$ cat src/shared/ifd_params.svh
// Constants of the instruction format decoder: field positions, lengths, opcodes.
// Assumes instructions are held as a 48-bit word, instruction bit 0 at index 47.
// Summary of operation
// - Instructions are 2, 4 or 6 bytes; pointer advances
// - Five formats, opcode byte then operand fields
// - Register-register: bits 8-11 and 12-15 are registers
// - Indexed: index 12-15, base 16-19, offset 20-31
// - Register-storage: first and last group register fields
// - Immediate byte 8-15, first address in halfword two
// - Storage-storage: one 8-bit or two 4-bit lengths
// - Encoded lengths are true length minus one
// - Register-register: double word float, word general
// - First field register or mask, second register
// - Some register-register operations use immediate data
// - Indexed: at most double word, second is storage
// - 84 basic, 64 expansion, 2 protection operations
// - Logical lengths 1-256, decimal lengths 1-16
`ifndef IFD_PARAMS_SVH
`define IFD_PARAMS_SVH
`define IFD_ADDR_W      18
`define IFD_LEN_HALF    3'h2
`define IFD_LEN_FULL    3'h4
`define IFD_LEN_LONG    3'h6
`define IFD_HW_ONE      2'h1
`define IFD_HW_TWO      2'h2
`define IFD_HW_THREE    2'h3
`define IFD_OPC_LSB     40
`define IFD_R1_LSB      36
`define IFD_R2_LSB      32
`define IFD_B1_LSB      28
`define IFD_D1_LSB      16
`define IFD_B2_LSB      12
`define IFD_D2_LSB      0
`define IFD_RR_MASK_OP  8'h07
`define IFD_RR_IMM_OP   8'h0A
`define IFD_RX_MASK_OP  8'h47
`define IFD_SS_DEC_ROW  4'hF
`endif

$ cat src/shared/ifd_pkg.sv
// Types of the instruction format decoder: formats, sizes, states, state record.
// Assumes ifd_params.svh sets the address width.
`default_nettype none
`include "ifd_params.svh"
package ifd_pkg;
    typedef enum logic [2:0] {
        IFD_FMT_RR = 3'h0,
        IFD_FMT_RX = 3'h1,
        IFD_FMT_RS = 3'h2,
        IFD_FMT_SI = 3'h3,
        IFD_FMT_SS = 3'h4
    } ifd_fmt_t;
    typedef enum logic [2:0] {
        IFD_SZ_BYTE = 3'h0,
        IFD_SZ_HALF = 3'h1,
        IFD_SZ_WORD = 3'h2,
        IFD_SZ_DBL  = 3'h3,
        IFD_SZ_VAR  = 3'h4
    } ifd_size_t;
    typedef enum logic [2:0] {
        IFD_ST_IDLE  = 3'h0,
        IFD_ST_FETCH = 3'h1,
        IFD_ST_ADDR1 = 3'h2,
        IFD_ST_ADDR2 = 3'h3,
        IFD_ST_OFFER = 3'h4
    } ifd_state_t;
    typedef enum logic [1:0] {
        IFD_ERR_NONE = 2'h0,
        IFD_ERR_ODD  = 2'h1,
        IFD_ERR_OP   = 2'h2
    } ifd_err_t;
    typedef struct packed {
        ifd_state_t              state;
        logic [`IFD_ADDR_W-1:0]  pc;
        logic [47:0]             inst;
        logic [1:0]              hw_cnt;
        logic [1:0]              hw_tot;
        logic [`IFD_ADDR_W-1:0]  ea1;
        logic [`IFD_ADDR_W-1:0]  ea2;
        ifd_err_t                err;
    } ifd_regs_t;
endpackage
`default_nettype wire

$ cat src/hdl/ifd_field_extract.sv
// Field extractor: splits a held instruction word into its format fields.
// Assumes the word is left-aligned with unused halfwords zero.
`timescale 1ns/1ps
`default_nettype none
`include "ifd_params.svh"
module ifd_field_extract (
    input  wire logic [47:0]      inst_i,
    output ifd_pkg::ifd_fmt_t     fmt_o,
    output ifd_pkg::ifd_size_t    size_o,
    output logic [2:0]            len_o,
    output logic [3:0]            r1_o,
    output logic [3:0]            r2_o,
    output logic [3:0]            x2_o,
    output logic [3:0]            b1_o,
    output logic [11:0]           d1_o,
    output logic [3:0]            b2_o,
    output logic [11:0]           d2_o,
    output logic                  mask_o,
    output logic                  imm_vld_o,
    output logic [7:0]            imm_o,
    output logic [8:0]            oplen1_o,
    output logic [8:0]            oplen2_o
);
    logic [7:0] opc;
    logic [7:0] byte2;
    always_comb begin
        opc       = inst_i[`IFD_OPC_LSB +: 8];
        byte2     = inst_i[`IFD_R2_LSB +: 8];
        r1_o      = inst_i[`IFD_R1_LSB +: 4];
        r2_o      = 4'h0;
        x2_o      = 4'h0;
        b1_o      = 4'h0;
        d1_o      = 12'h000;
        b2_o      = 4'h0;
        d2_o      = 12'h000;
        mask_o    = 1'b0;
        imm_vld_o = 1'b0;
        imm_o     = 8'h00;
        oplen1_o  = 9'h000;
        oplen2_o  = 9'h000;
        case (opc[7:6])
            2'h0: begin
                fmt_o = ifd_pkg::IFD_FMT_RR;
                len_o = `IFD_LEN_HALF;
                r2_o   = inst_i[`IFD_R2_LSB +: 4];
                mask_o = (opc == `IFD_RR_MASK_OP);
                imm_vld_o = (opc == `IFD_RR_IMM_OP);
                imm_o     = imm_vld_o ? byte2 : 8'h00;
                size_o = opc[5] ? ifd_pkg::IFD_SZ_DBL : ifd_pkg::IFD_SZ_WORD;
            end
            2'h1: begin
                fmt_o = ifd_pkg::IFD_FMT_RX;
                len_o = `IFD_LEN_FULL;
                x2_o   = inst_i[`IFD_R2_LSB +: 4];
                b2_o   = inst_i[`IFD_B1_LSB +: 4];
                d2_o   = inst_i[`IFD_D1_LSB +: 12];
                mask_o = (opc == `IFD_RX_MASK_OP);
                size_o = opc[5] ? ifd_pkg::IFD_SZ_DBL : ifd_pkg::IFD_SZ_WORD;
            end
            2'h2: begin
                len_o = `IFD_LEN_FULL;
                b2_o  = inst_i[`IFD_B1_LSB +: 4];
                d2_o  = inst_i[`IFD_D1_LSB +: 12];
                if (opc[4]) begin
                    fmt_o     = ifd_pkg::IFD_FMT_SI;
                    size_o    = ifd_pkg::IFD_SZ_BYTE;
                    r1_o      = 4'h0;
                    imm_vld_o = 1'b1;
                    imm_o     = inst_i[`IFD_R2_LSB +: 8];
                    b1_o      = b2_o;
                    d1_o      = d2_o;
                    b2_o      = 4'h0;
                    d2_o      = 12'h000;
                end else begin
                    fmt_o  = ifd_pkg::IFD_FMT_RS;
                    size_o = ifd_pkg::IFD_SZ_WORD;
                    r2_o   = inst_i[`IFD_R2_LSB +: 4];
                end
            end
            default: begin
                fmt_o  = ifd_pkg::IFD_FMT_SS;
                len_o  = `IFD_LEN_LONG;
                size_o = ifd_pkg::IFD_SZ_VAR;
                r1_o   = 4'h0;
                // two addresses, one or two lengths
                b1_o = inst_i[`IFD_B1_LSB +: 4];
                d1_o = inst_i[`IFD_D1_LSB +: 12];
                b2_o = inst_i[`IFD_B2_LSB +: 4];
                d2_o = inst_i[`IFD_D2_LSB +: 12];
                if (opc[7:4] == `IFD_SS_DEC_ROW) begin
                    oplen1_o = {5'h00, inst_i[`IFD_R1_LSB +: 4]} + 9'h001;
                    oplen2_o = {5'h00, inst_i[`IFD_R2_LSB +: 4]} + 9'h001;
                end else begin
                    oplen1_o = {1'b0, byte2} + 9'h001;
                    oplen2_o = oplen1_o;
                end
            end
        endcase
    end
endmodule
`default_nettype wire

$ cat src/hdl/ifd_decoder.sv
// Instruction format decoder: fetches halfwords, decodes, forms operand addresses.
// Assumes a same-clock storage port and a combinational register file read.
`timescale 1ns/1ps
`default_nettype none
`include "ifd_params.svh"
module ifd_decoder (
    input  wire logic                   CLK_SYS_I,
    input  wire logic                   RESET_I,
    input  wire logic                   START_I,
    input  wire logic [`IFD_ADDR_W-1:0] START_ADDR_I,
    input  wire logic                   STOP_I,
    input  wire logic                   EXP_EN_I,
    input  wire logic                   PROT_EN_I,
    output logic                        MEM_REQ_O,
    output logic [`IFD_ADDR_W-1:0]      MEM_ADDR_O,
    input  wire logic                   MEM_ACK_I,
    input  wire logic [15:0]            MEM_DATA_I,
    output logic [3:0]                  REG_A_NUM_O,
    input  wire logic [31:0]            REG_A_DATA_I,
    output logic [3:0]                  REG_B_NUM_O,
    input  wire logic [31:0]            REG_B_DATA_I,
    output logic                        BUSY_O,
    output logic                        DEC_VALID_O,
    input  wire logic                   DEC_READY_I,
    output logic [1:0]                  ERR_O,
    output logic [`IFD_ADDR_W-1:0]      INST_ADDR_O,
    output logic [7:0]                  OPCODE_O,
    output logic [2:0]                  FMT_O,
    output logic [2:0]                  OP_SIZE_O,
    output logic [2:0]                  INST_LEN_O,
    output logic [3:0]                  FIRST_REG_O,
    output logic [3:0]                  SECOND_REG_O,
    output logic [3:0]                  INDEX_REG_O,
    output logic [3:0]                  FIRST_BASE_O,
    output logic [11:0]                 FIRST_OFFSET_O,
    output logic [3:0]                  SECOND_BASE_O,
    output logic [11:0]                 SECOND_OFFSET_O,
    output logic                        FIRST_IS_MASK_O,
    output logic                        IMM_VALID_O,
    output logic [7:0]                  IMM_DATA_O,
    output logic [8:0]                  OPLEN1_O,
    output logic [8:0]                  OPLEN2_O,
    output logic [`IFD_ADDR_W-1:0]      EA1_O,
    output logic [`IFD_ADDR_W-1:0]      EA2_O
);
    ifd_pkg::ifd_regs_t  r_r;
    ifd_pkg::ifd_regs_t  r_nxt;
    ifd_pkg::ifd_fmt_t   fmt;
    ifd_pkg::ifd_size_t  size;
    logic [2:0]          len;
    logic [3:0]          b1;
    logic [3:0]          b2;
    logic [3:0]          x2;
    logic [11:0]         d1;
    logic [11:0]         d2;
    logic [1:0]          tot;
    logic [`IFD_ADDR_W-1:0] base_val;
    logic [`IFD_ADDR_W-1:0] idx_val;
    logic                accept;

    // ---------------------------------------------------------------
    // Field extraction
    // ---------------------------------------------------------------
    ifd_field_extract u_extract (
        .inst_i    (r_r.inst),
        .fmt_o     (fmt),
        .size_o    (size),
        .len_o     (len),
        .r1_o      (FIRST_REG_O),
        .r2_o      (SECOND_REG_O),
        .x2_o      (x2),
        .b1_o      (b1),
        .d1_o      (d1),
        .b2_o      (b2),
        .d2_o      (d2),
        .mask_o    (FIRST_IS_MASK_O),
        .imm_vld_o (IMM_VALID_O),
        .imm_o     (IMM_DATA_O),
        .oplen1_o  (OPLEN1_O),
        .oplen2_o  (OPLEN2_O)
    );

    function automatic logic op_ok(input logic [7:0] op, input logic ex, input logic pr);
        logic b;
        logic f;
        logic x;
        logic p;
        b = (op[7:4] == 4'h1) || (op[7:4] == 4'h4) || (op[7:4] == 4'h8)
            || (op[7:4] == 4'h9) || (op[7:4] == 4'hD) || (op[7:2] == 6'h01);
        f = (op[7:4] == 4'h2) || (op[7:4] == 4'h3)
            || ((op[7:5] == 3'h3) && (op[3:0] < 4'h6));
        x = (op[7:4] == 4'hF) || ((op >= 8'h0A) && (op <= 8'h0D));
        p = (op == 8'h08) || (op == 8'h09);
        op_ok = b || (ex && (f || x)) || (pr && p);
    endfunction

    // ---------------------------------------------------------------
    // Register reads and address sums
    // ---------------------------------------------------------------
    always_comb begin
        REG_A_NUM_O = (r_r.state == ifd_pkg::IFD_ST_ADDR1) ? b1 : b2;
        REG_B_NUM_O = (r_r.state == ifd_pkg::IFD_ST_ADDR2) ? x2 : 4'h0;
        base_val = (REG_A_NUM_O == 4'h0) ? '0 : REG_A_DATA_I[`IFD_ADDR_W-1:0];
        idx_val  = (REG_B_NUM_O == 4'h0) ? '0 : REG_B_DATA_I[`IFD_ADDR_W-1:0];
    end

    // ---------------------------------------------------------------
    // Sequencer
    // ---------------------------------------------------------------
    assign accept = (r_r.state == ifd_pkg::IFD_ST_OFFER) && DEC_READY_I;
    assign tot    = (MEM_DATA_I[15:14] == 2'h0) ? `IFD_HW_ONE :
                    (MEM_DATA_I[15:14] == 2'h3) ? `IFD_HW_THREE : `IFD_HW_TWO;

    always_comb begin
        r_nxt = r_r;
        case (r_r.state)
            ifd_pkg::IFD_ST_IDLE: begin
                if (START_I) begin
                    r_nxt.pc     = START_ADDR_I;
                    r_nxt.hw_cnt = 2'h0;
                    if (START_ADDR_I[0]) begin
                        r_nxt.err   = ifd_pkg::IFD_ERR_ODD;
                        r_nxt.state = ifd_pkg::IFD_ST_OFFER;
                    end else begin
                        r_nxt.state = ifd_pkg::IFD_ST_FETCH;
                    end
                end
            end
            ifd_pkg::IFD_ST_FETCH: begin
                if (MEM_ACK_I) begin
                    r_nxt.hw_cnt = r_r.hw_cnt + 2'h1;
                    case (r_r.hw_cnt)
                        2'h0: begin
                            r_nxt.inst   = {MEM_DATA_I, 32'h0000_0000};
                            r_nxt.hw_tot = tot;
                        end
                        2'h1: r_nxt.inst[31:16] = MEM_DATA_I;
                        default: r_nxt.inst[15:0] = MEM_DATA_I;
                    endcase
                    if ((r_r.hw_cnt + 2'h1) == ((r_r.hw_cnt == 2'h0) ? tot : r_r.hw_tot)) begin
                        if (!op_ok(r_nxt.inst[47:40], EXP_EN_I, PROT_EN_I)) begin
                            r_nxt.err   = ifd_pkg::IFD_ERR_OP;
                            r_nxt.state = ifd_pkg::IFD_ST_OFFER;
                        end else begin
                            r_nxt.state = ifd_pkg::IFD_ST_ADDR1;
                        end
                    end
                end
            end
            ifd_pkg::IFD_ST_ADDR1: begin
                r_nxt.ea1   = '0;
                r_nxt.ea2   = '0;
                r_nxt.state = ifd_pkg::IFD_ST_OFFER;
                if ((fmt == ifd_pkg::IFD_FMT_SI) || (fmt == ifd_pkg::IFD_FMT_SS)) begin
                    r_nxt.ea1 = base_val + {6'h00, d1};
                end
                if (fmt != ifd_pkg::IFD_FMT_RR && fmt != ifd_pkg::IFD_FMT_SI) begin
                    r_nxt.state = ifd_pkg::IFD_ST_ADDR2;
                end
            end
            ifd_pkg::IFD_ST_ADDR2: begin
                r_nxt.ea2   = base_val + idx_val + {6'h00, d2};
                r_nxt.state = ifd_pkg::IFD_ST_OFFER;
            end
            ifd_pkg::IFD_ST_OFFER: begin
                if (DEC_READY_I) begin
                    r_nxt.hw_cnt = 2'h0;
                    if ((r_r.err != ifd_pkg::IFD_ERR_NONE) || STOP_I) begin
                        r_nxt.err   = ifd_pkg::IFD_ERR_NONE;
                        r_nxt.state = ifd_pkg::IFD_ST_IDLE;
                    end else begin
                        r_nxt.pc    = r_r.pc + {15'h0000, len};
                        r_nxt.state = ifd_pkg::IFD_ST_FETCH;
                    end
                end
            end
            default: r_nxt.state = ifd_pkg::IFD_ST_IDLE;
        endcase
    end

    always_ff @(posedge CLK_SYS_I or posedge RESET_I) begin
        if (RESET_I) begin
            r_r <= '0;
        end else begin
            r_r <= r_nxt;
        end
    end

    // ---------------------------------------------------------------
    // Outputs
    // ---------------------------------------------------------------
    assign MEM_REQ_O       = (r_r.state == ifd_pkg::IFD_ST_FETCH);
    assign MEM_ADDR_O      = r_r.pc + {15'h0000, r_r.hw_cnt, 1'b0};
    assign BUSY_O          = (r_r.state != ifd_pkg::IFD_ST_IDLE);
    assign DEC_VALID_O     = (r_r.state == ifd_pkg::IFD_ST_OFFER);
    assign ERR_O           = r_r.err;
    assign INST_ADDR_O     = r_r.pc;
    assign OPCODE_O        = r_r.inst[`IFD_OPC_LSB +: 8];
    assign FMT_O           = fmt;
    assign OP_SIZE_O       = size;
    assign INST_LEN_O      = len;
    assign INDEX_REG_O     = x2;
    assign FIRST_BASE_O    = b1;
    assign FIRST_OFFSET_O  = d1;
    assign SECOND_BASE_O   = b2;
    assign SECOND_OFFSET_O = d2;
    assign EA1_O           = r_r.ea1;
    assign EA2_O           = r_r.ea2;

    // ---------------------------------------------------------------
    // Assertions
    // ---------------------------------------------------------------
    a_odd_start_err: assert property (@(posedge CLK_SYS_I) disable iff (RESET_I)
        (r_r.state == ifd_pkg::IFD_ST_IDLE) && START_I && START_ADDR_I[0]
        |=> DEC_VALID_O && (ERR_O == 2'h1) && !MEM_REQ_O)
        else $error("odd start not flagged");
    a_pc_advance: assert property (@(posedge CLK_SYS_I) disable iff (RESET_I)
        accept && (ERR_O == 2'h0) && !STOP_I
        |=> (INST_ADDR_O == $past(INST_ADDR_O) + {15'h0000, $past(INST_LEN_O)}))
        else $error("pointer not advanced by length");
    a_fetch_even: assert property (@(posedge CLK_SYS_I) disable iff (RESET_I)
        MEM_REQ_O |-> !MEM_ADDR_O[0])
        else $error("fetch at odd address");
    a_len_format: assert property (@(posedge CLK_SYS_I) disable iff (RESET_I)
        DEC_VALID_O && (ERR_O == 2'h0) |-> (INST_LEN_O == ((FMT_O == 3'h0) ? 3'h2 :
        (FMT_O == 3'h4) ? 3'h6 : 3'h4)))
        else $error("length does not match format");
    a_rr_fields: assert property (@(posedge CLK_SYS_I) disable iff (RESET_I)
        DEC_VALID_O && (FMT_O == 3'h0)
        |-> (FIRST_REG_O == r_r.inst[39:36]) && (SECOND_REG_O == r_r.inst[35:32]))
        else $error("register fields wrong");
    a_rx_fields: assert property (@(posedge CLK_SYS_I) disable iff (RESET_I)
        DEC_VALID_O && (FMT_O == 3'h1) |-> (INDEX_REG_O == r_r.inst[35:32])
        && (SECOND_BASE_O == r_r.inst[31:28]) && (SECOND_OFFSET_O == r_r.inst[27:16]))
        else $error("indexed fields wrong");
    a_si_imm: assert property (@(posedge CLK_SYS_I) disable iff (RESET_I)
        DEC_VALID_O && (FMT_O == 3'h3) |-> IMM_VALID_O && (IMM_DATA_O == r_r.inst[39:32]))
        else $error("immediate byte wrong");
    a_ss_len_one: assert property (@(posedge CLK_SYS_I) disable iff (RESET_I)
        DEC_VALID_O && (FMT_O == 3'h4) && (OPCODE_O[7:4] != 4'hF)
        |-> (OPLEN1_O == {1'b0, r_r.inst[39:32]} + 9'h001) && (OPLEN2_O == OPLEN1_O))
        else $error("length not raised by one");
    a_valid_hold: assert property (@(posedge CLK_SYS_I) disable iff (RESET_I)
        DEC_VALID_O && !DEC_READY_I |=> DEC_VALID_O && $stable(INST_ADDR_O))
        else $error("decode dropped before taken");
    a_reg0_zero: assert property (@(posedge CLK_SYS_I) disable iff (RESET_I)
        (r_r.state == ifd_pkg::IFD_ST_ADDR2) && (REG_A_NUM_O == 4'h0) && (REG_B_NUM_O == 4'h0)
        |=> (EA2_O == {6'h00, $past(d2)}))
        else $error("register zero added");
endmodule
`default_nettype wire

$ cat config.mk
export PLATFORM = sky130hd
export DESIGN_NAME = ifd_decoder
export DESIGN_NICKNAME = d
export VERILOG_FILES = /design/src/shared/ifd_pkg.sv /design/src/hdl/ifd_field_extract.sv /design/src/hdl/ifd_decoder.sv
export VERILOG_INCLUDE_DIRS = /design/src /design/src/shared
export SDC_FILE = /design/constraint.sdc
export NUM_CORES = 1
export LEC_CHECK = 0
export ABC_AREA = 1
export BUFFER_PORTS_ARGS = -buffer_cell sky130_fd_sc_hd__buf_4
export CAP_MARGIN = 20
export CELL_PAD_IN_SITES_DETAIL_PLACEMENT = 1
export CELL_PAD_IN_SITES_GLOBAL_PLACEMENT = 1
export CORE_UTILIZATION = 33
export CTS_CLUSTER_SIZE = 40
export DETAILED_ROUTE_END_ITERATION = 10
export PLACE_DENSITY_LB_ADDON = 0.1
export SYNTH_ARGS = -nofsm -noshare
export SYNTH_HDL_FRONTEND = slang
export SYNTH_HIERARCHICAL = 1
export SYNTH_SLANG_ARGS = --single-unit
export TNS_END_PERCENT = 100
$ cat constraint.sdc
create_clock -name CLK_SYS_I -period 4.8 [get_ports CLK_SYS_I]
set_input_delay 0.48 -clock CLK_SYS_I [delete_from_list [all_inputs] [get_ports CLK_SYS_I]]
set_output_delay 0.48 -clock CLK_SYS_I [all_outputs]
set_load 0.03 [all_outputs]
==> results.md, run 1 <==
- Status: complete, no violations
- Final Power: approximately 0.0075 W
- Synth Area in Adders: under 10%
- Crit path required time: around 5 ns
- TritonCTS buffer count: 9
- Worst-path clk slew: 0.09 ns
- Layout net count: 1,648
- Post-DP HPWL: approximately 26 mm
- Hold-fix buffers, CTS: 0
- Post-route ant nets: 0
- Drt wl/cell: roughly 17 um
- Crit path kind: reg -> reg
- Total gr overflow: 0
- Sequential area share after synthesis: 30.4%
- Worst r2r src: OPCODE_O[7]$_DFFE_PP0P_
- CP Launch Type: register
- GRT Util Overall: a little under a quarter
- Worst Tran Pin Value: 0.879 ns
- Critical path origin: OPCODE_O[7]$_DFFE_PP0P_
- Initial antenna violation count: 0
- Setup slack after layout: about 0.51 ns
- Crit path max fanout: 12
- Synth async-reset ratio: between 90% and 100%
- Synth Flop Type: dfrtp_1
- Largest net degree at the start of global routing: between 70 and 80
- Synthesis-stage register bit count: roughly 110
- Max clock buf depth: 2
- Final wirelength: 31.9 mm
- Clock sinks: between 100 and 150
- Power Dens Cells: between 600 and 700 nW/um^2
- Clock skew: ~0.018 ns
- Distinct cells, synth: 53
- Setup violations, final: 0
- P_leak: 6.11 nW
- Area grow syn2layout: 23.5%
- Relative slew slack: 41.3%
- Clock Latency Late Sink: 0.37 ns
- Post-CTS setup buffer count: 0
- Port bufs: 250
- Routed vias/inst: 4.83
- First-pass GRT wire length: between 50 and 60 mm
- Final worst path period share: between 80% and 90%
- Final hold vios: 0
- Final-report max-slew violation count: 0
- Post-synth EDFFs: 0
- Final GP Congestion: approximately 0.9
- MaxCap Viol Count: 0
- Leading area contributor after synthesis: dfrtp_1
- Vias in the first global route: between 9,000 and 10,000
- Initial DRC count: 412
- Final TNS setup: 0 ns
- DP Worst Slack: 0.356 ns
- Syn_area_per_cell: between 6 and 7 sq um
- YS warnings: 6
- Synth Area in Compound Gates: between 10% and 20%
- Mapped cell area: around 9100 sq um
- Shortest period the worst path allows: about 4.3 ns
- Main combinational cell family by area after synthesis: simple AND/OR/NAND/NOR gates
- Die ar.: about 28,000 sq um
- Worst Hold Class: in -> async
- Post-Syn Nets: around 1,500
- CTS root buf: clkbuf_16
- Arrival time worst endpoint: 4.53 ns
- DRC viols: 0
- Peak VDD IR: between 0.3 and 0.4 mV
- Resized cells post-CTS: 0
- Die Y-Extent: 168 um
- Share of layout cells above drive strength 1: roughly 23%
- Initial DRT Pass Iterations: 5
- Core box area: about 27,000 sq um
- TritonCTS clock tree: yes
- Synth top area share: a little under a third
- RSZ-0062 raised after global routing: false
- CTS H-tree depth: 3
- Row cnt: 60
- Worst Setup End Kind: register
- Cells after synthesis: between 1,000 and 1,500
- Synth Area in Simple Gates: a little over a quarter
- DR vias: approximately 9,000
- Die width: 168 um
- ANT cells: 0
- Post-Synth XOR/XNOR Area: under 10%
- Initial cell density of the core: between 30 and 40%
- I/O pin total: 280
- Fmax: approximately 230 MHz
- Synth top area cells: dfrtp_1 (30%), nand2_1 (12%), inv_1 (6.9%)
- Mux contribution to synthesized area: 0%
-- flip-flops by register name (all words and copies together), names as in the netlist --
| register | cells |
|---|---|
| EA1_O | 18 |
| EA2_O | 18 |
| ERR_O | 2 |
| INST_ADDR_O | 18 |
| OPCODE_O | 8 |
| r_r | 47 |
-- cell families (layout without fill, tap and decap cells) --
| group | Yosys count | in the layout |
|---|---|---|
| compound gates | 239 | 239 |
| flops | 111 | 111 |
| buf+inv | 287 | 462 |
| fa+ha+maj | 62 | 62 |
| xor+xnor | 36 | 36 |
| simple gates | 573 | 573 |
| other cells | 1 | 1 |
-- layout by cell type, fill, tap and decap left out, types with 2 or more instances in the layout --
cell type | synthesis | routed
a21o_1 | 5 | 5
a21oi_1 | 67 | 66
a21oi_2 | 2 | 3
a22o_1 | 4 | 4
a2bb2oi_1 | 2 | 2
a31o_2 | 2 | 2
a31oi_1 | 6 | 6
buf_16 | 0 | 2
buf_4 | 73 | 266
clkbuf_16 | 0 | 9
clkinv_4 | 0 | 2
dfrtp_1 | 111 | 111
fa_1 | 13 | 13
ha_1 | 49 | 46
ha_2 | 0 | 3
inv_1 | 167 | 166
inv_2 | 11 | 11
nand2_1 | 290 | 290
nand2_2 | 8 | 8
nand2_4 | 3 | 3
nand3_1 | 97 | 97
nand3_2 | 2 | 2
nand4_1 | 8 | 8
nor2_1 | 135 | 133
nor2_2 | 4 | 6
nor2_4 | 6 | 6
nor3_1 | 7 | 7
nor4_1 | 2 | 2
o21a_1 | 4 | 4
o21ai_0 | 113 | 113
o21ai_1 | 15 | 14
o221ai_1 | 2 | 2
o22ai_1 | 7 | 7
o31ai_1 | 2 | 2
or2_2 | 4 | 4
xnor2_1 | 4 | 4
xor2_1 | 32 | 32
-- per-layer routing --
| metal | vias up | global-route usage (%) | share of wire (%) |
|---|---|---|---|
| met5 | - | 0 | 0 |
| met1 | 4262 | 29.6 | 46 |
| li1 | 4470 | - | - |
| met4 | 0 | 6.96 | 2.2 |
| met3 | 37 | 4.02 | 4.4 |
| met2 | 201 | 38.4 | 47 |
-- worst max-delay path: stages (launching register included) --
cell and delay [ns]:
dfrtp_1 0.49, inv_1 0.15, ha_2 0.26, inv_1 0.10, nand2_2 0.13, nand3_1 0.09, nand2_1 0.09, nand2_1 0.07
nand2_2 0.11, nor2_4 0.05, nand2_4 0.09, inv_1 0.06, buf_4 0.17, nor2_1 0.21, fa_1 0.46, ha_1 0.36
nand2_1 0.07, o21ai_1 0.22, a21oi_2 0.12, o21ai_2 0.20, a21oi_1 0.13, o21ai_1 0.22, nand2_1 0.08, nand2_1 0.08
nand2_1 0.05, nand2_1 0.05, o21ai_0 0.06
-- synthesized netlist by cell type (all sizes together), types with 8 or more instances --
master / instances
clkbuf: 28
o21ai: 129
inv: 178
buf: 80
dfrtp: 111
nor2: 145
nand2: 301
nand4: 9
fa: 13
a21oi: 69
nor3: 8
nand3: 99
xor2: 32
ha: 49
-- where the power goes --
group          switching [W]  internal [W]  leakage [nW]  total, W
sequential          0.000445       0.00132          1.44   0.00177
combinational        0.00327       0.00163          4.52   0.00490
clock               0.000392      0.000424         0.147  0.000816
-- final cells by class --
| type | instances | area [sq um] |
|---|---|---|
| timing repair buffer | 268 | 2050 |
| sequential | 111 | 2780 |
| fill | 3510 | 15800 |
| clock buffer | 10 | 239 |
| clock inverter | 5 | 66.3 |
| inverter | 179 | 674 |
| tap | 372 | 465 |
| multi-input combinational | 911 | 5020 |
-- worst paths after layout --
check / to / slack, ns / depth (start not counted)
setup / recovery: EA2_O[15]$_DFFE_PP0P_ / 0.51 / 26
hold / removal: INST_ADDR_O[13]$_DFFE_PP0P_ / 0.04 / 2
setup reg to reg: EA2_O[15]$_DFFE_PP0P_ / 0.51 / 26
hold reg to reg: EA1_O[13]$_DFFE_PP0P_ / 0.48 / 2
max in group asynchronous: EA2_O[11]$_DFFE_PP0P_ / 3.50 / 4
min in group CLK_SYS_I: r_r[46]$_DFFE_PP0P_ / 0.36 / 3
-- per-stage QoR --
stage	hold WS (ns)	instance area [sq um]	instances	util, %
floorplan	0.442	9150	1309	-
global placement	0.458	10900	1839	40.3
detailed placement	0.466	10900	1839	40.3
CTS	0.346	11200	1854	41.4
global route	0.0439	11300	1856	41.7
finish	0.0445	11300	1856	41.7
Power figures use the tool's default switching activity.
==> run 2: changes to the inputs <==
--- a/config.mk
+++ b/config.mk
@@ -7,6 +7,7 @@
 export NUM_CORES = 1
 export LEC_CHECK = 0
 export ABC_AREA = 1
+export ABC_CLOCK_PERIOD_IN_PS = 4800
 export BUFFER_PORTS_ARGS = -buffer_cell sky130_fd_sc_hd__buf_4
 export CAP_MARGIN = 20
 export CELL_PAD_IN_SITES_DETAIL_PLACEMENT = 1
@@ -15,6 +16,7 @@
 export CTS_CLUSTER_SIZE = 40
 export DETAILED_ROUTE_END_ITERATION = 10
 export PLACE_DENSITY_LB_ADDON = 0.1
+export SLEW_MARGIN = 20
 export SYNTH_ARGS = -nofsm -noshare
 export SYNTH_HDL_FRONTEND = slang
 export SYNTH_HIERARCHICAL = 1
==> constraint.sdc (replaced) <==
create_clock -name CLK_SYS_I -period 4.8 [get_ports CLK_SYS_I]
set_input_delay 0.48 -clock CLK_SYS_I [delete_from_list [all_inputs] [get_ports CLK_SYS_I]]
set_output_delay 0.48 -clock CLK_SYS_I [all_outputs]
set_load 0.05 [all_outputs]
==> results.md, run 2 (synthesis results as in run 1) <==
- Status: complete, no violations
- First-pass GRT wire length: 50.2 mm (-0.70%)
- Peak VDD IR: 0.394 mV (+28%)
- R2r worst-path depth: 26 (unchanged)
- Shortest period the worst path allows: 4.29 ns (-0.000855 ns)
- Slowest-stage cell, CP: dfrtp_2
- Crit path kind: reg -> reg
- Die width: 168 um (unchanged)
- Final-report max-slew violation count: 0 (unchanged)
- TritonCTS buffer count: 9 (unchanged)
- Arrival time worst endpoint: 4.58 ns (+0.05 ns)
- Die ar.: 28,400 sq um (unchanged)
- Clock sinks: 111 (unchanged)
- Max incr delay on CP: 0.49 ns (about the same)
- P_leak: 6.08 nW (-0.50%)
- Clock Latency Late Sink: 0.37 ns (about the same)
- Setup slack after layout: 0.508 ns (+0.000855 ns)
- Area grow syn2layout: 23.2%
- ANT cells: 0 (unchanged)
- Top reg by flops: r_r
- Largest register FFs: 47 (unchanged)
- CP Launch Type: register
- Max clock buf depth: 2 (unchanged)
- Footprint of the multi-input gates: 5060 sq um (+0.97%)
- Post-CTS setup buffer count: 0 (unchanged)
- Core box area: 27,100 sq um (unchanged)
- Fmax: 233 MHz (about the same)
- Final GP Congestion: 0.889 (+0.91%)
- DP Worst Slack: 0.391 ns (+0.0348 ns)
- Vias in the first global route: 9,142 (-0.89%)
- DR vias: 8,957 (-0.14%)
- Largest net degree at the start of global routing: 51 (-29%)
- CP endpoint: EA2_O[15]$_DFFE_PP0P_
- Final wirelength: 31.8 mm (-0.59%)
- Die Y-Extent: 168 um (unchanged)
- Final TNS setup: 0 ns (unchanged)
- Worst Hold Class: in -> async
- Row cnt: 60 (unchanged)
- Filler Cells Inserted: 3,448 (-1.8%)
- CTS H-tree depth: 3 (unchanged)
- Setup violations, final: 0 (unchanged)
- Share of layout cells above drive strength 1: 23.1% (+0.30 points)
- Final hold vios: 0 (unchanged)
- Resized cells post-CTS: 0 (unchanged)
- Hold-fix buffers, CTS: 0 (unchanged)
- Commonest non-fill, non-tap cells in the layout: nand2_1 (285), buf_4 (266), inv_1 (166)
- MaxCap Viol Count: 0 (unchanged)
- Initial antenna violation count: 0 (unchanged)
- Routed vias/inst: 4.83 (about the same)
- Post-route ant nets: 0 (unchanged)
- GRT Util Overall: 22.6% (-0.22 points)
- Flip-flop and latch area: 2780 sq um (about the same)
- Initial DRT Pass Iterations: 5 (unchanged)
- Power Dens Cells: 732 nW/um^2 (+10%)
- CTS root buf: clkbuf_16
- Reg2Reg Setup Slack: 0.51 ns (about the same)
- DRC viols: 0 (unchanged)
- Initial cell density of the core: 33.7% (unchanged)
- Layout net count: 1,646 (-0.12%)
- Finished Cell Area: 11,300 sq um (-0.25%)
- Final worst path period share: 89.4% (about the same)
- WHS: 0.0954 ns (+0.0509 ns)
- Worst r2r src: OPCODE_O[6]$_DFFE_PP0P_
- Crit path max fanout: 12 (unchanged)
- Clock skew: 0.0179 ns (-0.000300 ns)
- I/O pin total: 280 (unchanged)
- Worst-path clk slew: 0.09 ns (about the same)
- Drt wl/cell: 17.1 um (-0.48%)
- Most common cell after layout, fill and taps aside: nand2_1
- Total gr overflow: 0 (unchanged)
- Relative slew slack: 37.5% (-3.8 points)
- Crit Reg-Reg Endpoint: EA2_O[15]$_DFFE_PP0P_
- Post-DP HPWL: 25.9 mm (+0.33%)
- Port bufs: 250 (unchanged)
- Crit path required time: 5.09 ns (+0.05 ns)
- Critical path origin: OPCODE_O[6]$_DFFE_PP0P_
- Initial DRC count: 486 (+18%)
- RSZ-0062 raised after global routing: false
- Worst Setup End Kind: register
- Area after DPL: 11,000 sq um (+0.50%)
- Worst Tran Pin Value: 0.935 ns (+0.0563 ns)
- TritonCTS clock tree: yes
- Most used cell, CP: nand2_1
run 2: cell count changes in the layout (fill, tap and decap cells not counted), sizes merged:
| cell | delta |
|---|---|
| clkinvlp | -1 |
| buf | -2 |
| bufinv | -1 |
| clkinv | +2 |
run 2: how the worst min path moves through the flow:
stage | to | slack [ns]
final | EA2_O[12]$_DFFE_PP0P_ | 0.1
after global routing | EA2_O[12]$_DFFE_PP0P_ | 0.12
after CTS | EA2_O[12]$_DFFE_PP0P_ | 0.1
after detailed placement | EA1_O[13]$_DFFE_PP0P_ | 0.47
after global placement | r_r[39]$_DFFE_PP0P_ | 0.46
after floorplan | r_r[38]$_DFFE_PP0P_ | 0.44
run 2: per-layer routing:
metal | GRT usage (%) | vias to the layer above | part of all wire, %
met2 | 38.6 | 206 | 48
li1 | - | 4465 | -
met3 | 3.74 | 29 | 4.6
met4 | 6.68 | 0 | 1.8
met1 | 29.2 | 4257 | 45
met5 | 0 | - | 0
run 2: power breakdown:
group	switching [W]	leakage, nW	internal (W)
Combinational	0.00409	4.50	0.00164
Clock	0.000391	0.140	0.000371
Sequential	0.000439	1.44	0.00132
run 2: worst max-delay path, delay by kind of cell, from the launching register on:
family                     cells  cell delay [ns]
adders and majority gates      3             1.03
DFF                            1             0.49
and+or+nand+nor               13             1.15
buffers and inverters          3             0.38
AOI/OAI and AO/OA              7             1.17
run 2: area by class of cell:
class	count	share of cell area [%]
Tap cell	372	4.13
Multi-Input combinational cell	911	45.0
Sequential cell	111	24.7
Clock buffer	10	2.12
Clock inverter	5	0.378
Inverter	179	5.99
Timing Repair Buffer	266	17.7
run 2: through the flow:
stage / power, W / util [%] / cells
3_3_place_gp: 0.00746 / 40.5 / 1839
3_5_place_dp: 0.00755 / 40.5 / 1839
2_1_floorplan: 0.00613 / - / 1309
6_report: 0.00825 / 41.6 / 1854
4_1_cts: 0.00835 / 41.5 / 1854
5_1_grt: 0.00885 / 41.6 / 1854
